### config.mk
export PLATFORM = sky130hd
export DESIGN_NAME = general_timer_with_capture
export DESIGN_NICKNAME = d
export VERILOG_FILES = /design/src/rtl/gp_timer_pkg.sv /design/src/rtl/general_timer_with_capture.sv
export SDC_FILE = /design/constraint.sdc
export NUM_CORES = 1
export LEC_CHECK = 0
export BUFFER_PORTS_ARGS = -buffer_cell sky130_fd_sc_hd__buf_4
export CAP_MARGIN = 10
export CORE_ASPECT_RATIO = 1.1
export CORE_MARGIN = 4
export CORE_UTILIZATION = 59
export DETAILED_ROUTE_END_ITERATION = 8
export PLACE_DENSITY = 0.86
export SYNTH_ARGS = -nofsm -noshare
export SYNTH_HDL_FRONTEND = slang
export SYNTH_SLANG_ARGS = --single-unit
### constraint.sdc
create_clock -name clk -period 11.3 [get_ports clk]
set_input_delay 1.13 -clock clk [delete_from_list [all_inputs] [get_ports clk]]
set_output_delay 1.13 -clock clk [all_outputs]
set_load 0.1 [all_outputs]
### src/rtl/gp_timer_pkg.sv
// Constants for the general timer with event capture
// Operation
// - Capture count on selected event when enabled
// - Four-bit select picks source; 0101 reserved
// - Reload on timeout, or on clear write
// - Two-bit field selects one of four clocks
// - Disable stops timer and zeroes counter value
// - Start from 0 up, 0xffff down
// - Mode bit: free-running or periodic, periodic default
// - Direction bit: down at 0, up at 1
// - Prescaler divides by 1, 16, 256, 32768
// - Divide-by-one becomes four on fast clocks
// - Clear bits drop capture and timeout flags
// - Interrupt clear register always reads zero
// - Capture value held until capture flag cleared
// - Status bit 7 busy while clear syncs
// - Status bit 6 busy while control syncs
// - Status bit 1 shows capture pending
// - Status bit 0 set on timeout
package gp_timer_pkg;
    // ----------------------------------------------------------------
    // Register byte addresses
    // ----------------------------------------------------------------
    localparam logic [31:0] ADDR_VALUE   = 32'h40000404;
    localparam logic [31:0] ADDR_CONTROL = 32'h40000408;
    localparam logic [31:0] ADDR_CLEAR   = 32'h4000040c;
    localparam logic [31:0] ADDR_CAPTURE = 32'h40000410;
    localparam logic [31:0] ADDR_STATUS  = 32'h4000041c;
    localparam logic [31:0] ADDR_INT_EN  = 32'h40000420;
    // ----------------------------------------------------------------
    // Control fields and reset values
    // ----------------------------------------------------------------
    localparam int          CTL_CAPEN    = 12;
    localparam int          CTL_EVT_HI   = 11;
    localparam int          CTL_EVT_LO   = 8;
    localparam int          CTL_RELOAD   = 7;
    localparam int          CTL_CLK_HI   = 6;
    localparam int          CTL_CLK_LO   = 5;
    localparam int          CTL_EN       = 4;
    localparam int          CTL_MODE     = 3;
    localparam int          CTL_UP       = 2;
    localparam int          CTL_PRE_HI   = 1;
    localparam logic [15:0] CTL_RESET    = 16'h000a;
    localparam logic [15:0] CTL_MASK     = 16'h1fff;
    localparam logic [3:0]  EVT_RESERVED = 4'h5;
    localparam logic [1:0]  CLK_UNDIV    = 2'h0;
    localparam logic [1:0]  CLK_PERIPH   = 2'h1;
    localparam logic [1:0]  CLK_LOW_OSC  = 2'h2;
    localparam logic [1:0]  PRE_DIV1     = 2'h0;
    localparam logic [1:0]  PRE_DIV16    = 2'h1;
    localparam logic [1:0]  PRE_DIV256   = 2'h2;
    // ----------------------------------------------------------------
    // Status and clear bits, counter limits, sync length, responses
    // ----------------------------------------------------------------
    localparam int          ST_TIMEOUT   = 0;
    localparam int          ST_CAPTURE   = 1;
    localparam int          ST_CTRL_BUSY = 6;
    localparam int          ST_CLR_BUSY  = 7;
    localparam logic [15:0] COUNT_ZERO   = 16'h0000;
    localparam logic [15:0] COUNT_FULL   = 16'hffff;
    localparam logic [1:0]  SYNC_CYCLES  = 2'h2;
    localparam logic [1:0]  RESP_OKAY    = 2'h0;
    localparam logic [1:0]  RESP_SLVERR  = 2'h2;
endpackage : gp_timer_pkg

### src/rtl/general_timer_with_capture.sv
// General 16-bit timer with event capture and AXI4-Lite registers
//
// Local design decision: the AXI4-Lite interface to the registers.
`timescale 1ns/100ps
module general_timer_with_capture #(
    parameter logic [15:0] DIV_FAST  = 16'h0004,
    parameter logic [15:0] DIV_16    = 16'h0010,
    parameter logic [15:0] DIV_256   = 16'h0100,
    parameter logic [15:0] DIV_32768 = 16'h8000
) (
    input  wire logic        clk,
    input  wire logic        rst,
    input  wire logic [31:0] awaddr,
    input  wire logic        awvalid,
    output      logic        awready,
    input  wire logic [31:0] wdata,
    input  wire logic [3:0]  wstrb,
    input  wire logic        wvalid,
    output      logic        wready,
    output      logic [1:0]  bresp,
    output      logic        bvalid,
    input  wire logic        bready,
    input  wire logic [31:0] araddr,
    input  wire logic        arvalid,
    output      logic        arready,
    output      logic [31:0] rdata,
    output      logic [1:0]  rresp,
    output      logic        rvalid,
    input  wire logic        rready,
    input  wire logic        periphTick,
    input  wire logic        lfOscTick,
    input  wire logic        lfCrystalTick,
    input  wire logic [15:0] eventIn,
    input  wire logic [15:0] loadValue,
    output      logic        irq
);
    // ----------------------------------------------------------------
    // Register state
    // ----------------------------------------------------------------
    logic [15:0] timerControl;
    logic [15:0] activeControl;
    logic [15:0] counterValue;
    logic [15:0] captureValue;
    logic        timeoutFlag;
    logic        captureFlag;
    logic [1:0]  intEnable;
    logic [1:0]  ctrlSyncCnt;
    logic [1:0]  clrSyncCnt;
    logic [1:0]  pendingClear;
    logic        enablePrev;
    logic [14:0] prescaleCnt;
    logic        awHeld;
    logic        wHeld;
    logic [31:0] awAddrHeld;
    logic [31:0] wDataHeld;
    logic [3:0]  wStrbHeld;

    logic        controlSyncBusy;
    logic        clearSyncBusy;
    logic        writeFire;
    logic [31:0] writeAddr;
    logic [31:0] writeData;
    logic        writeControl;
    logic        writeClear;
    logic        writeIntEn;
    logic        clearApply;
    logic        timerOn;
    logic        countUp;
    logic        periodic;
    logic        reloadOnClear;
    logic        sourceTick;
    logic        countTick;
    logic [15:0] divisor;
    logic [3:0]  eventSelect;
    logic        selectedEvent;
    logic        timeoutHit;
    logic [15:0] statusWord;

    // ----------------------------------------------------------------
    // Address decode
    // ----------------------------------------------------------------
    function automatic logic mapped(input logic [31:0] addr);
        if (addr == gp_timer_pkg::ADDR_VALUE) begin
            mapped = 1'b1;
        end else if (addr == gp_timer_pkg::ADDR_CONTROL) begin
            mapped = 1'b1;
        end else if (addr == gp_timer_pkg::ADDR_CLEAR) begin
            mapped = 1'b1;
        end else if (addr == gp_timer_pkg::ADDR_CAPTURE) begin
            mapped = 1'b1;
        end else if (addr == gp_timer_pkg::ADDR_STATUS) begin
            mapped = 1'b1;
        end else if (addr == gp_timer_pkg::ADDR_INT_EN) begin
            mapped = 1'b1;
        end else begin
            mapped = 1'b0;
        end
    endfunction : mapped

    // ----------------------------------------------------------------
    // AXI4-Lite write channels
    // ----------------------------------------------------------------
    // Address and data are held separately so they may arrive in either order
    assign awready   = !awHeld && !bvalid;
    assign wready    = !wHeld && !bvalid;
    assign writeAddr = awHeld ? awAddrHeld : awaddr;
    assign writeData = wHeld ? wDataHeld : wdata;
    assign writeFire = (awHeld || (awvalid && awready)) && (wHeld || (wvalid && wready));
    // Only the low byte lanes carry register bits
    assign writeControl = writeFire && (writeAddr == gp_timer_pkg::ADDR_CONTROL);
    assign writeClear   = writeFire && (writeAddr == gp_timer_pkg::ADDR_CLEAR);
    assign writeIntEn   = writeFire && (writeAddr == gp_timer_pkg::ADDR_INT_EN);

    always_ff @(posedge clk) begin
        if (rst) begin
            awHeld     <= 1'b0;
            wHeld      <= 1'b0;
            awAddrHeld <= 32'h00000000;
            wDataHeld  <= 32'h00000000;
            wStrbHeld  <= 4'h0;
        end else if (writeFire) begin
            awHeld <= 1'b0;
            wHeld  <= 1'b0;
        end else begin
            if (awvalid && awready) begin
                awHeld     <= 1'b1;
                awAddrHeld <= awaddr;
            end
            if (wvalid && wready) begin
                wHeld     <= 1'b1;
                wDataHeld <= wdata;
                wStrbHeld <= wstrb;
            end
        end
    end

    always_ff @(posedge clk) begin
        if (rst) begin
            bvalid <= 1'b0;
            bresp  <= gp_timer_pkg::RESP_OKAY;
        end else if (writeFire) begin
            bvalid <= 1'b1;
            bresp  <= mapped(writeAddr) ? gp_timer_pkg::RESP_OKAY : gp_timer_pkg::RESP_SLVERR;
        end else if (bready) begin
            bvalid <= 1'b0;
        end
    end

    // ----------------------------------------------------------------
    // Control register and its sync into the timer
    // ----------------------------------------------------------------
    // Reserved bits are dropped on store rather than trusted to be zero
    always_ff @(posedge clk) begin
        if (rst) begin
            timerControl <= gp_timer_pkg::CTL_RESET;
        end else if (writeControl) begin
            timerControl <= writeData[15:0] & gp_timer_pkg::CTL_MASK;
        end
    end

    always_ff @(posedge clk) begin
        if (rst) begin
            ctrlSyncCnt   <= 2'h0;
            activeControl <= gp_timer_pkg::CTL_RESET;
        end else if (writeControl) begin
            ctrlSyncCnt <= gp_timer_pkg::SYNC_CYCLES;
        end else if (ctrlSyncCnt != 2'h0) begin
            ctrlSyncCnt <= ctrlSyncCnt - 2'h1;
            if (ctrlSyncCnt == 2'h1) begin
                activeControl <= timerControl;
            end
        end
    end
    assign controlSyncBusy = (ctrlSyncCnt != 2'h0);

    always_ff @(posedge clk) begin
        if (rst) begin
            clrSyncCnt   <= 2'h0;
            pendingClear <= 2'h0;
        end else if (writeClear) begin
            clrSyncCnt   <= gp_timer_pkg::SYNC_CYCLES;
            pendingClear <= writeData[1:0];
        end else if (clrSyncCnt != 2'h0) begin
            clrSyncCnt <= clrSyncCnt - 2'h1;
        end
    end
    assign clearSyncBusy = (clrSyncCnt != 2'h0);
    assign clearApply    = (clrSyncCnt == 2'h1) && !writeClear;

    always_ff @(posedge clk) begin
        if (rst) begin
            intEnable <= 2'h0;
        end else if (writeIntEn) begin
            intEnable <= writeData[1:0];
        end
    end

    // ----------------------------------------------------------------
    // Clock source and prescaler
    // ----------------------------------------------------------------
    assign timerOn       = activeControl[gp_timer_pkg::CTL_EN];
    assign countUp       = activeControl[gp_timer_pkg::CTL_UP];
    assign periodic      = activeControl[gp_timer_pkg::CTL_MODE];
    assign reloadOnClear = activeControl[gp_timer_pkg::CTL_RELOAD];
    assign eventSelect   = activeControl[gp_timer_pkg::CTL_EVT_HI:gp_timer_pkg::CTL_EVT_LO];

    always_comb begin
        // The system clock itself ticks every cycle
        case (activeControl[gp_timer_pkg::CTL_CLK_HI:gp_timer_pkg::CTL_CLK_LO])
            gp_timer_pkg::CLK_UNDIV:  sourceTick = 1'b1;
            gp_timer_pkg::CLK_PERIPH: sourceTick = periphTick;
            gp_timer_pkg::CLK_LOW_OSC: sourceTick = lfOscTick;
            default:                  sourceTick = lfCrystalTick;
        endcase
    end

    always_comb begin
        case (activeControl[gp_timer_pkg::CTL_PRE_HI:0])
            // Fast clocks cannot be counted undivided, so divide by one runs as four
            gp_timer_pkg::PRE_DIV1: begin
                if (activeControl[gp_timer_pkg::CTL_CLK_HI]) begin
                    divisor = 16'h0001;
                end else begin
                    divisor = DIV_FAST;
                end
            end
            gp_timer_pkg::PRE_DIV16:  divisor = DIV_16;
            gp_timer_pkg::PRE_DIV256: divisor = DIV_256;
            default:                  divisor = DIV_32768;
        endcase
    end

    always_ff @(posedge clk) begin
        if (rst || !timerOn) begin
            prescaleCnt <= 15'h0000;
        end else if (sourceTick) begin
            if ({1'b0, prescaleCnt} >= divisor - 16'h0001) begin
                prescaleCnt <= 15'h0000;
            end else begin
                prescaleCnt <= prescaleCnt + 15'h0001;
            end
        end
    end
    assign countTick = timerOn && enablePrev && sourceTick
                       && ({1'b0, prescaleCnt} >= divisor - 16'h0001);

    // ----------------------------------------------------------------
    // Counter
    // ----------------------------------------------------------------
    assign timeoutHit = countTick && (countUp ? (counterValue == gp_timer_pkg::COUNT_FULL)
                                              : (counterValue == gp_timer_pkg::COUNT_ZERO));

    always_ff @(posedge clk) begin
        if (rst) begin
            enablePrev <= 1'b0;
        end else begin
            enablePrev <= timerOn;
        end
    end

    always_ff @(posedge clk) begin
        if (rst || !timerOn) begin
            counterValue <= gp_timer_pkg::COUNT_ZERO;
        end else if (!enablePrev) begin
            counterValue <= countUp ? gp_timer_pkg::COUNT_ZERO
                                    : gp_timer_pkg::COUNT_FULL;
        end else if (periodic && reloadOnClear && clearApply) begin
            counterValue <= loadValue;
        end else if (timeoutHit && periodic && !reloadOnClear) begin
            counterValue <= loadValue;
        end else if (countTick) begin
            // Free-running simply wraps through the full range
            counterValue <= countUp ? counterValue + 16'h0001
                                    : counterValue - 16'h0001;
        end
    end

    // ----------------------------------------------------------------
    // Capture and flags
    // ----------------------------------------------------------------
    // Reserved select code is treated as no source at all
    assign selectedEvent = (eventSelect != gp_timer_pkg::EVT_RESERVED)
                           && eventIn[eventSelect];

    always_ff @(posedge clk) begin
        if (rst) begin
            captureValue <= gp_timer_pkg::COUNT_ZERO;
        end else if (selectedEvent && activeControl[gp_timer_pkg::CTL_CAPEN] && (!captureFlag
                     || (clearApply && pendingClear[gp_timer_pkg::ST_CAPTURE]))) begin
            captureValue <= counterValue;
        end
    end

    // Set wins over a clear landing in the same cycle
    always_ff @(posedge clk) begin
        if (rst) begin
            captureFlag <= 1'b0;
        end else if (selectedEvent && activeControl[gp_timer_pkg::CTL_CAPEN]) begin
            captureFlag <= 1'b1;
        end else if (clearApply && pendingClear[gp_timer_pkg::ST_CAPTURE]) begin
            captureFlag <= 1'b0;
        end
    end

    always_ff @(posedge clk) begin
        if (rst) begin
            timeoutFlag <= 1'b0;
        end else if (timeoutHit) begin
            timeoutFlag <= 1'b1;
        end else if (clearApply && pendingClear[gp_timer_pkg::ST_TIMEOUT]) begin
            timeoutFlag <= 1'b0;
        end
    end

    assign irq = (timeoutFlag && intEnable[gp_timer_pkg::ST_TIMEOUT])
                 || (captureFlag && intEnable[gp_timer_pkg::ST_CAPTURE]);

    always_comb begin
        statusWord = 16'h0000;
        statusWord[gp_timer_pkg::ST_TIMEOUT]   = timeoutFlag;
        statusWord[gp_timer_pkg::ST_CAPTURE]   = captureFlag;
        statusWord[gp_timer_pkg::ST_CTRL_BUSY] = controlSyncBusy;
        statusWord[gp_timer_pkg::ST_CLR_BUSY]  = clearSyncBusy;
    end

    // ----------------------------------------------------------------
    // AXI4-Lite read channel
    // ----------------------------------------------------------------
    assign arready = !rvalid;

    always_ff @(posedge clk) begin
        if (rst) begin
            rvalid <= 1'b0;
            rdata  <= 32'h00000000;
            rresp  <= gp_timer_pkg::RESP_OKAY;
        end else if (arvalid && arready) begin
            rvalid <= 1'b1;
            rresp  <= gp_timer_pkg::RESP_OKAY;
            if (araddr == gp_timer_pkg::ADDR_VALUE) begin
                rdata <= {16'h0000, counterValue};
            end else if (araddr == gp_timer_pkg::ADDR_CONTROL) begin
                rdata <= {16'h0000, timerControl};
            end else if (araddr == gp_timer_pkg::ADDR_CLEAR) begin
                rdata <= 32'h00000000;
            end else if (araddr == gp_timer_pkg::ADDR_CAPTURE) begin
                rdata <= {16'h0000, captureValue};
            end else if (araddr == gp_timer_pkg::ADDR_STATUS) begin
                rdata <= {16'h0000, statusWord};
            end else if (araddr == gp_timer_pkg::ADDR_INT_EN) begin
                rdata <= {30'h00000000, intEnable};
            end else begin
                rdata <= 32'h00000000;
                rresp <= gp_timer_pkg::RESP_SLVERR;
            end
        end else if (rready) begin
            rvalid <= 1'b0;
        end
    end

    // ----------------------------------------------------------------
    // Assertions
    // ----------------------------------------------------------------
    a_capture_latch: assert property (@(posedge clk) disable iff (rst)
        (selectedEvent && activeControl[gp_timer_pkg::CTL_CAPEN] && !captureFlag)
        |=> (captureValue == $past(counterValue)) && captureFlag)
        else $error("capture did not latch counter");

    a_capture_gate: assert property (@(posedge clk) disable iff (rst)
        (!activeControl[gp_timer_pkg::CTL_CAPEN] && !captureFlag) |=> !captureFlag)
        else $error("capture flag set while capture disabled");

    a_capture_hold: assert property (@(posedge clk) disable iff (rst)
        (captureFlag && !clearApply) |=> $stable(captureValue))
        else $error("capture value overwritten while pending");

    a_reserved_event: assert property (@(posedge clk) disable iff (rst)
        (eventSelect == gp_timer_pkg::EVT_RESERVED) |-> !selectedEvent)
        else $error("reserved event code produced an event");

    a_clear_reads_zero: assert property (@(posedge clk) disable iff (rst)
        (arvalid && arready && araddr == gp_timer_pkg::ADDR_CLEAR) |=> (rdata == 32'h00000000))
        else $error("clear register read back nonzero");

    a_disable_zero: assert property (@(posedge clk) disable iff (rst)
        !timerOn |=> (counterValue == gp_timer_pkg::COUNT_ZERO))
        else $error("counter not reset while disabled");

    a_start_value: assert property (@(posedge clk) disable iff (rst)
        (timerOn && !enablePrev) |=> (counterValue == ($past(countUp) ?
            gp_timer_pkg::COUNT_ZERO : gp_timer_pkg::COUNT_FULL)))
        else $error("counter started from wrong value");

    a_con_sync: assert property (@(posedge clk) disable iff (rst)
        (writeControl && !controlSyncBusy) |=> controlSyncBusy [*2] ##1 !controlSyncBusy)
        else $error("control sync busy length wrong");

    a_clr_sync: assert property (@(posedge clk) disable iff (rst)
        (writeClear && !clearSyncBusy) |=> clearSyncBusy [*2] ##1 !clearSyncBusy)
        else $error("clear sync busy length wrong");

    a_timeout_flag: assert property (@(posedge clk) disable iff (rst)
        timeoutHit |=> timeoutFlag)
        else $error("timeout did not set status");

    a_periodic_reload: assert property (@(posedge clk) disable iff (rst)
        (timeoutHit && periodic && !reloadOnClear && enablePrev && !clearApply)
        |=> (counterValue == $past(loadValue)))
        else $error("periodic reload missed");

endmodule : general_timer_with_capture

### Word-level counts from Yosys, hierarchy flattened

Index checks and enable logic that the tools add are counted.

| storage, ports and cells | value |
|---|---|
| bits in registers | 169 |
| input bits | 142 |
| output and inout port bits | 42 |
| logic and storage cells | 157 |

| cells by class | value |
|---|---|
| add/subtract/negate cells | 6 |
| order comparisons | 2 |
| equal/unequal tests | 21 |
| mux-type cells | 48 |
| bitwise logic cells | 2 |
| reductions and logical operators | 55 |

Operators with widths:

| cell | count |
|---|---|
| 32-bit by 31-bit == test with 1-bit output (second input constant) | 12 |
| 16-bit two-way mux | 10 |
| 16-bit one-hot mux with 3 select lines | 1 |
| 32-bit two-way mux | 1 |
| 16-bit by 1-bit subtractor with 16-bit output (second input constant) | 2 |
| 1-bit logical AND | 25 |
| 2-bit two-way mux | 12 |
| 1-bit two-way mux | 18 |
| 16-bit by 1-bit adder with 16-bit output (second input constant) | 1 |
| 16-bit == test (second input constant) | 1 |
| 15-bit by 16-bit greater-or-equal comparator with 1-bit output | 1 |
| 16-bit logical NOT | 1 |
| 2-bit nonzero test | 8 |
| 15-bit by 1-bit adder with 15-bit output (second input constant) | 1 |
| 15-bit two-way mux | 1 |
| 13-bit two-way mux | 1 |
| 2-bit by 1-bit == test with 1-bit output (second input constant) | 4 |
| 1-bit logical NOT | 8 |
| 8-bit two-way mux | 1 |
| 2-bit OR reduction | 3 |
| 1-bit logical OR | 5 |
| 4-bit by 5-bit < comparator with 1-bit output (second input constant) | 1 |
| 1-bit binary-select mux with 4-bit select | 1 |
| 2-bit == test (second input constant) | 2 |
| 9 further kinds | 13 |

### Logic depth before layout (Yosys ltp)

Gate-level depths: netlist (run 1).

| depth | value |
|---|---|
| word-level depth | 11 |
| depth in mapped cells | 17 |
| mapped depth without buffers | 16 |

### Least setup slack after synthesis (run 1)

OpenSTA, ideal clock, no wires.

| path | value |
|---|---|
| path kind | flip-flop to flip-flop |
| from | register activeControl[0] |
| to | register counterValue[15] |
| library setup time | 0.117 ns |
| data arrival time | 3.841 ns |
| required time | 11.183 ns |
| path slack | 7.342 ns |
| cell stages (with the launch flop) | 17 |
| buffers on the path | 1 |
| period minus slack after synthesis | 3.958 ns |
| cells stage by stage | dfxtp_1 > inv_1 > ha_1 > or3b_2 > ha_1 > nand2b_1 > inv_1 > ha_1 > ha_1 > nand4_1 > or2_2 > o311ai_0 > o311ai_1 > o22ai_4 > clkbuf_1 > nand3b_1 > a32o_1 |

| between the ends | value |
|---|---|
| cells in the longest elaborated chain, start to end | 11 |
| elaborated cells between the ends (all ways) | 14 |
| those cells by class | add/sub (1); order compare (1); eq/ne (3); mux (4); reduce/logical (5) |

Ends and longest elaborated chain:

| element | RTL line | source |
|---|---|---|
| from (decl) | general_timer_with_capture.sv:41 | `logic [15:0] activeControl;` |
| from (signal assigned) | general_timer_with_capture.sv:164 | `activeControl <= gp_timer_pkg::CTL_RESET;` |
| from (signal assigned) | general_timer_with_capture.sv:170 | `activeControl <= timerControl;` |
| 2-bit == test (tied with other cells) | general_timer_with_capture.sv:218 | `case (activeControl[gp_timer_pkg::CTL_PRE_HI:0])` |
| 16-bit one-hot mux with 3 select lines (*) | general_timer_with_capture.sv:218 |  |
| 16-bit by 1-bit subtractor with 16-bit output (*) | general_timer_with_capture.sv:245 | `&& ({1'b0, prescaleCnt} >= divisor - 16'h0001);` |
| 15-bit by 16-bit greater-or-equal comparator with 1-bit output (*) | general_timer_with_capture.sv:245 |  |
| 1-bit logical AND (*) | general_timer_with_capture.sv:245 |  |
| 1-bit logical AND | general_timer_with_capture.sv:250 | `assign timeoutHit = countTick && (countUp ? (counterValue == gp_timer_pkg::COUNT_FULL)` |
| 1-bit logical AND (2 in a row) | general_timer_with_capture.sv:269 | `end else if (timeoutHit && periodic && !reloadOnClear) begin` |
| 16-bit two-way mux | general_timer_with_capture.sv:269 |  |
| 16-bit two-way mux | general_timer_with_capture.sv:267 | `end else if (periodic && reloadOnClear && clearApply) begin` |
| 16-bit two-way mux | general_timer_with_capture.sv:264 | `end else if (!enablePrev) begin` |
| to (signal assigned) | general_timer_with_capture.sv:265 | `counterValue <= countUp ? gp_timer_pkg::COUNT_ZERO` |
| to (signal assigned) | general_timer_with_capture.sv:268 | `counterValue <= loadValue;` |
| to (signal assigned) | general_timer_with_capture.sv:270 | `counterValue <= loadValue;` |
| to (decl) | general_timer_with_capture.sv:42 | `logic [15:0] counterValue;` |

Mark *: on every way between the ends. The rest lies on a longest branch, timed or not.
A chain may end at the register's enable or synchronous reset.

### Worst setup path in the final report (run 1)

| path | value |
|---|---|
| from | register activeControl[0] |
| to | register counterValue[12] |

Same word-level chain as after synthesis.

==> results of run 1 <==
[layout make-up]
cell class                      instances  area, sq um
Inverter                               16         60.1
Clock buffer                           19          453
Fill cell                             989         3550
Tap cell                              184          230
Timing Repair Buffer                  144         1080
Multi-Input combinational cell        725         4720
Clock inverter                         13          201
Sequential cell                       151         3020
[where the power goes]
group	switching, mW	total (mW)	internal (mW)
clock	0.222	0.624	0.402
combinational	0.124	0.183	0.0592
sequential	0.0137	0.560	0.547
[final timing paths]
path                                       start  depth (start not counted)               end
worst max-delay path            activeControl[0]                         15  counterValue[12]
worst min-delay path              awAddrHeld[26]                          2    awAddrHeld[26]
worst max register to register  activeControl[0]                         15  counterValue[12]
worst min register to register    awAddrHeld[26]                          2    awAddrHeld[26]
[metal layers]
layer | part of all wire | vias to the layer above | routed length (um) | global-route usage
met1 | 0.42 | 3481 | 8570 | 0.309
met4 | 0.022 | 0 | 449 | 0.0977
met3 | 0.068 | 49 | 1400 | 0.0538
met2 | 0.49 | 285 | 10100 | 0.450
met5 | 0 | - | 0 | 0
li1 | - | 3592 | - | -
[critical path, delay by kind of cell, from the launching register on]
family	cells	cell delay (ns)
flip-flops	1	0.34
AND/OR/NAND/NOR	6	1.62
AO/OA/AOI/OAI	3	1.75
buffers and inverters	2	0.17
adder cells (fa/ha/maj)	4	0.98
[per-stage QoR]
step / worst slack [ns] / util
3_5_place_dp: 6.33 / 0.684
4_1_cts: 6.25 / 0.733
2_1_floorplan: 7.34 / -
3_3_place_gp: 6.46 / 0.684
6_report: 6.29 / 0.733
5_1_grt: 5.91 / 0.733
[cell families after synthesis]
group / count (synthesis)
AND/OR/NAND/NOR: 376
adder cells (fa/ha/maj): 38
AO/OA/AOI/OAI: 191
XOR/XNOR: 31
multiplexers: 71
other: 1
flip-flops: 151
buffers and inverters: 81
[cell usage after synthesis, types with 4 or more instances]
cell type  count
dfxtp_1      151
nor2_1       137
nand2_1      101
a21oi_1       67
mux2i_1       61
ha_1          37
clkbuf_1      31
xor2_1        24
nor3_1        22
buf_4         21
a211oi_1      18
nor4_1        18
o21ai_0       17
inv_1         16
a22o_1        14
nand3_1       14
nand4_1       14
nand2b_1      11
o211ai_1      10
a222oi_1       9
nor2b_1        9
buf_2          8
a21o_1         7
and3_1         7
nor4b_1        7
xnor2_1        7
a221oi_1       6
nand3b_1       6
a211o_1        5
mux2_2         4
mux4_2         4
o21a_1         4
o311ai_1       4
or2_2          4
or3_1          4
[state kept, by name, indices dropped and copies added, names as in the netlist, 2 cells and up]
signal,count
activeControl,13
awAddrHeld,32
captureValue,16
clrSyncCnt,2
counterValue,16
ctrlSyncCnt,2
intEnable,2
pendingClear,2
prescaleCnt,15
rdata,16
timerControl,13
wDataHeld,13
==> out/results.ini, run 1 <==
[status]
status = finished clean

[pwr]
p_per_area_nw_per_um2 = 140
p_total_mw = 1.37
leakage_nw = 3.92
vdd_drop_max_uv = 128

[clock_tree]
insertion_delay_ns = 0.42
clkSlewWorstSetupHoldPaths_ns = 0.06
cts_tree = yes
hold_buffers = 0
numCtsBuffers = 17
h-tree-depth = 4
postCtsSetupBuffers = 0
cts_resized = 0
clock-sinks = 151
clockBufferDepth = 2
clockRootBuffer = clkbuf_16

[sta]
hold_slack_ns = 0.448
drv_slew = 0
tns_ns = 0
fmax_mhz = 200
rsz0062_at_grt = false
slew_headroom = 0.222
fin_skew_ns = 0.00836
worstMarginPinSlew_ns = 1.16
hold_viol = 0
min_period_over_period = 0.443
setup_violations = 0
fin_crit_ns = 5.01

[synth]
synth_area_leaders = dfxtp_1, mux2i_1, nor2_1, ha_1, nand2_1
synth.top_cell.area_share = 0.374
ys_types = 74
synth-seq-cells = 151
syn_inst = 940
ys_warn_count = 0
synth_edf_count = 0
synth_area_leader_cell = dfxtp_1
async_reset_ff_frac = 0
yosys-mux-area-fraction = 0.0951
ys.flop_type = dfxtp_1
synthSimpleGateAreaFrac = 0.222
synth_area_sq_um = 8080
synth_compound_area_frac = 0.164
synth_fa_ha_area_frac = 0.0598
synth-xor-area-share = 0.0336
synth_top_family_by_area = simple AND/OR/NAND/NOR gates
avgSynthCellArea_sq_um = 8.59
ys_seq_area_frac = 0.374

[detailed_routing]
drt-vias-per-instance = 5.92
routedWlPerCell_um = 16.4
drc = 0
drtAntennaViolNets = 0
vias = 7407
drt-initial-drc-count = 646
firstDrtPassIters = 6
wl_um = 20600

[die]
fp.dieH_um = 131
dieArea_sq_um = 15600
die_x_um = 120
io_pins = 184
row_count = 44
initial_core_util = 0.606
core_area_sq_um = 13300

[place]
dp_cells = 1219
io_buffers = 141
dpl.hpwl_um = 14400
gp_congestion = 0.856
placed_area_sq_um = 9110

[finish]
final_layout_size_suffix_gt1_frac = 0.191
syn_to_final_growth_pct = 21.0
antenna_cells = 0
design_area_sq_um = 9770
final_cell_mix = dfxtp_1, buf_4, nor2_1, nand2_1, a21oi_1
fin_cells = 1252
final_common_cell = dfxtp_1
fin_nets = 1235

[global_route]
overflow = 0
antenna_found_initial = 0
grt_pass1_vias = 7061
grt_pass1_wl_um = 32600
gr-usage-all-layers = 0.255
grt_max_degree = 92

[flow_run]
max_cap_viol_count = 0

[setup_path]
cp_max_fo = 16
path_cells = inv_1 -> ha_1 -> or3b_2 -> ha_1 -> nand2b_1 -> inv_1 -> ha_1 -> ha_1 -> nand4_1 -> or2_2 -> o311ai_0 -> nor3_1 -> o21ai_1 -> nor2_1 -> a22o_1
required_ns = 11.61
ff2ff_setup_slack_ns = 6.29
max_stage_delay_ns = 0.86
crit_path_frequent_cell = ha_1
crit_arrival_ns = 5.31
crit_path_end_kind = flip-flop
critPathSlowestCell = o21ai_1
worstSetupStartpointType = flip-flop
crit_type = reg -> reg

[worst_hold_path]
holdCritPathClass = reg -> reg

Power figures use the tool's default switching activity.
==> inputs of run 2 (changes only) <==
Settings changed: CORE_UTILIZATION 59 to 55, PLACE_DENSITY 0.86 to 0.81.
Clock period 11.3 ns to 5.06 ns, I/O delays scaled along.
==> out/results.ini, run 2 (synthesis results as in run 1) <==
[status]
status = finished clean

[finish]
final_cell_mix = dfxtp_1, buf_4, nor2_1, nand2_1, a21oi_1
antenna_cells = 0  ; unchanged
final_common_cell = dfxtp_1
syn_to_final_growth_pct = 21.4
design_area_sq_um = 9800  ; +0.28%
fin_cells = 1265  ; +1.0%
fin_nets = 1240  ; +0.40%
final_layout_size_suffix_gt1_frac = 0.194  ; +0.00284
largest_register_ffs = 32  ; unchanged
largest_register = awAddrHeld
fin_util = 0.681  ; -0.0524

[clock_tree]
clkSlewWorstSetupHoldPaths_ns = 0.06  ; about the same
insertion_delay_ns = 0.43  ; about the same
hold_buffers = 0  ; unchanged
clockRootBuffer = clkbuf_16
postCtsSetupBuffers = 0  ; unchanged
clockBufferDepth = 2  ; unchanged
cts_resized = 0  ; unchanged
clock-sinks = 151  ; unchanged
cts_tree = yes
h-tree-depth = 4  ; unchanged
numCtsBuffers = 17  ; unchanged

[sta]
fin_crit_ns = 4.50  ; -0.511 ns
rsz0062_at_grt = false
setup_violations = 0  ; unchanged
hold_viol = 0  ; unchanged
fmax_mhz = 222  ; +11%
worstMarginPinSlew_ns = 1.16  ; +0.00793 ns
fin_skew_ns = 0.00825  ; -0.000119 ns
drv_slew = 0  ; unchanged
tns_ns = 0  ; unchanged
min_period_over_period = 0.889  ; +0.445
hold_slack_ns = 0.249  ; -0.199 ns
slew_headroom = 0.224  ; +0.00114

[die]
io_pins = 184  ; unchanged
core_area_sq_um = 14400  ; +8.0%
fp.dieH_um = 135  ; +3.4%
initial_core_util = 0.561  ; -0.0449
dieArea_sq_um = 16700  ; +6.8%
die_x_um = 124  ; +3.3%
row_count = 46  ; +4.5%

[setup_path]
crit_arrival_ns = 4.81  ; -0.50 ns
cp_max_fo = 14  ; -2
required_ns = 5.38  ; -6.23 ns
worstSetupStartpointType = flip-flop
crit_type = reg -> reg
crit_path_end_kind = flip-flop

[global_route]
overflow = 0  ; unchanged
antenna_found_initial = 0  ; unchanged
grt_max_degree = 107  ; +16%
grt_pass1_vias = 6966  ; -1.3%
grt_pass1_wl_um = 33200  ; +1.8%
gr-usage-all-layers = 0.245  ; -0.0105

[detailed_routing]
wl_um = 20700  ; +0.61%
firstDrtPassIters = 6  ; unchanged
drt-vias-per-instance = 5.86  ; -0.95%
drtAntennaViolNets = 0  ; unchanged
vias = 7413  ; +0.081%
drt-initial-drc-count = 760  ; +18%
drc = 0  ; unchanged
routedWlPerCell_um = 16.4  ; -0.42%

[place]
placed_area_sq_um = 9150  ; +0.52%
dpl.hpwl_um = 14600  ; +1.8%
dp_cells = 1232  ; +1.1%
gp_congestion = 0.841  ; -1.8%
io_buffers = 141  ; unchanged

[flow_run]
max_cap_viol_count = 0  ; unchanged

[worst_hold_path]
holdCritPathClass = in -> reg

[pwr]
p_per_area_nw_per_um2 = 307  ; +120%
vdd_drop_max_uv = 272  ; +110%
leakage_nw = 3.91  ; -0.25%

run 2: changes by cell type in the layout (fill, tap and decap cells not counted), moves of 2 or more:
| cell | change |
|---|---|
| buf_4 | +5 |
| clkbuf_8 | -2 |
| clkinv_2 | -5 |
| clkinvlp_4 | +5 |
run 2: metal layers:
layer  global-route usage  up-vias  part of all wire
met5                    0        -                 0
met4               0.0831        0             0.018
met3               0.0486       39             0.062
met2                0.403      261              0.50
met1                0.320     3522              0.42
li1                     -     3591                 -
run 2: final timing paths:
path,from,endpoint,slack (ns),cells after the start
min reg2reg,awAddrHeld[20],awAddrHeld[20],0.45,2
max reg2reg,activeControl[0],counterValue[15],0.56,16
max,activeControl[0],counterValue[15],0.56,16
min,rready,rvalid,0.25,2
run 2: critical path, cell delays in order, from the launching register on:
cell and delay [ns]:
dfxtp_1 0.34, inv_1 0.12, ha_1 0.20, or3b_2 0.47
ha_1 0.23, nand2b_1 0.10, inv_1 0.05, ha_1 0.27
ha_1 0.27, nand4_1 0.13, or2_2 0.31, o311ai_0 0.49
o311ai_1 0.25, o22ai_4 0.45, buf_4 0.29, nand3b_1 0.10
a32o_1 0.29
run 2: power by group:
group | switching (mW) | internal [mW] | total (mW)
Clock | 0.524 | 0.829 | 1.35
Sequential | 0.0301 | 1.22 | 1.25
Combinational | 0.277 | 0.133 | 0.410
Total | 0.831 | 2.18 | 3.01
run 2: metrics by stage:
| stage | total power, mW | worst slack, ns |
|---|---|---|
| after global placement | 1.68 | 0.735 |
| after global routing | 3.10 | 0.229 |
| final | 3.01 | 0.564 |
| after detailed placement | 1.68 | 0.611 |
| after CTS | 3.02 | 0.593 |
| after floorplan | 1.56 | 1.10 |
run 2: area by class of cell:
| type | count | area [sq um] |
|---|---|---|
| inverters | 16 | 60.1 |
| fillers | 1163 | 4590 |
| repair buffers | 149 | 1130 |
| clock buffers | 18 | 429 |
| flip-flops and latches | 151 | 3020 |
| multi-input cells | 725 | 4720 |
| well taps | 192 | 240 |
| clock inverters | 14 | 201 |
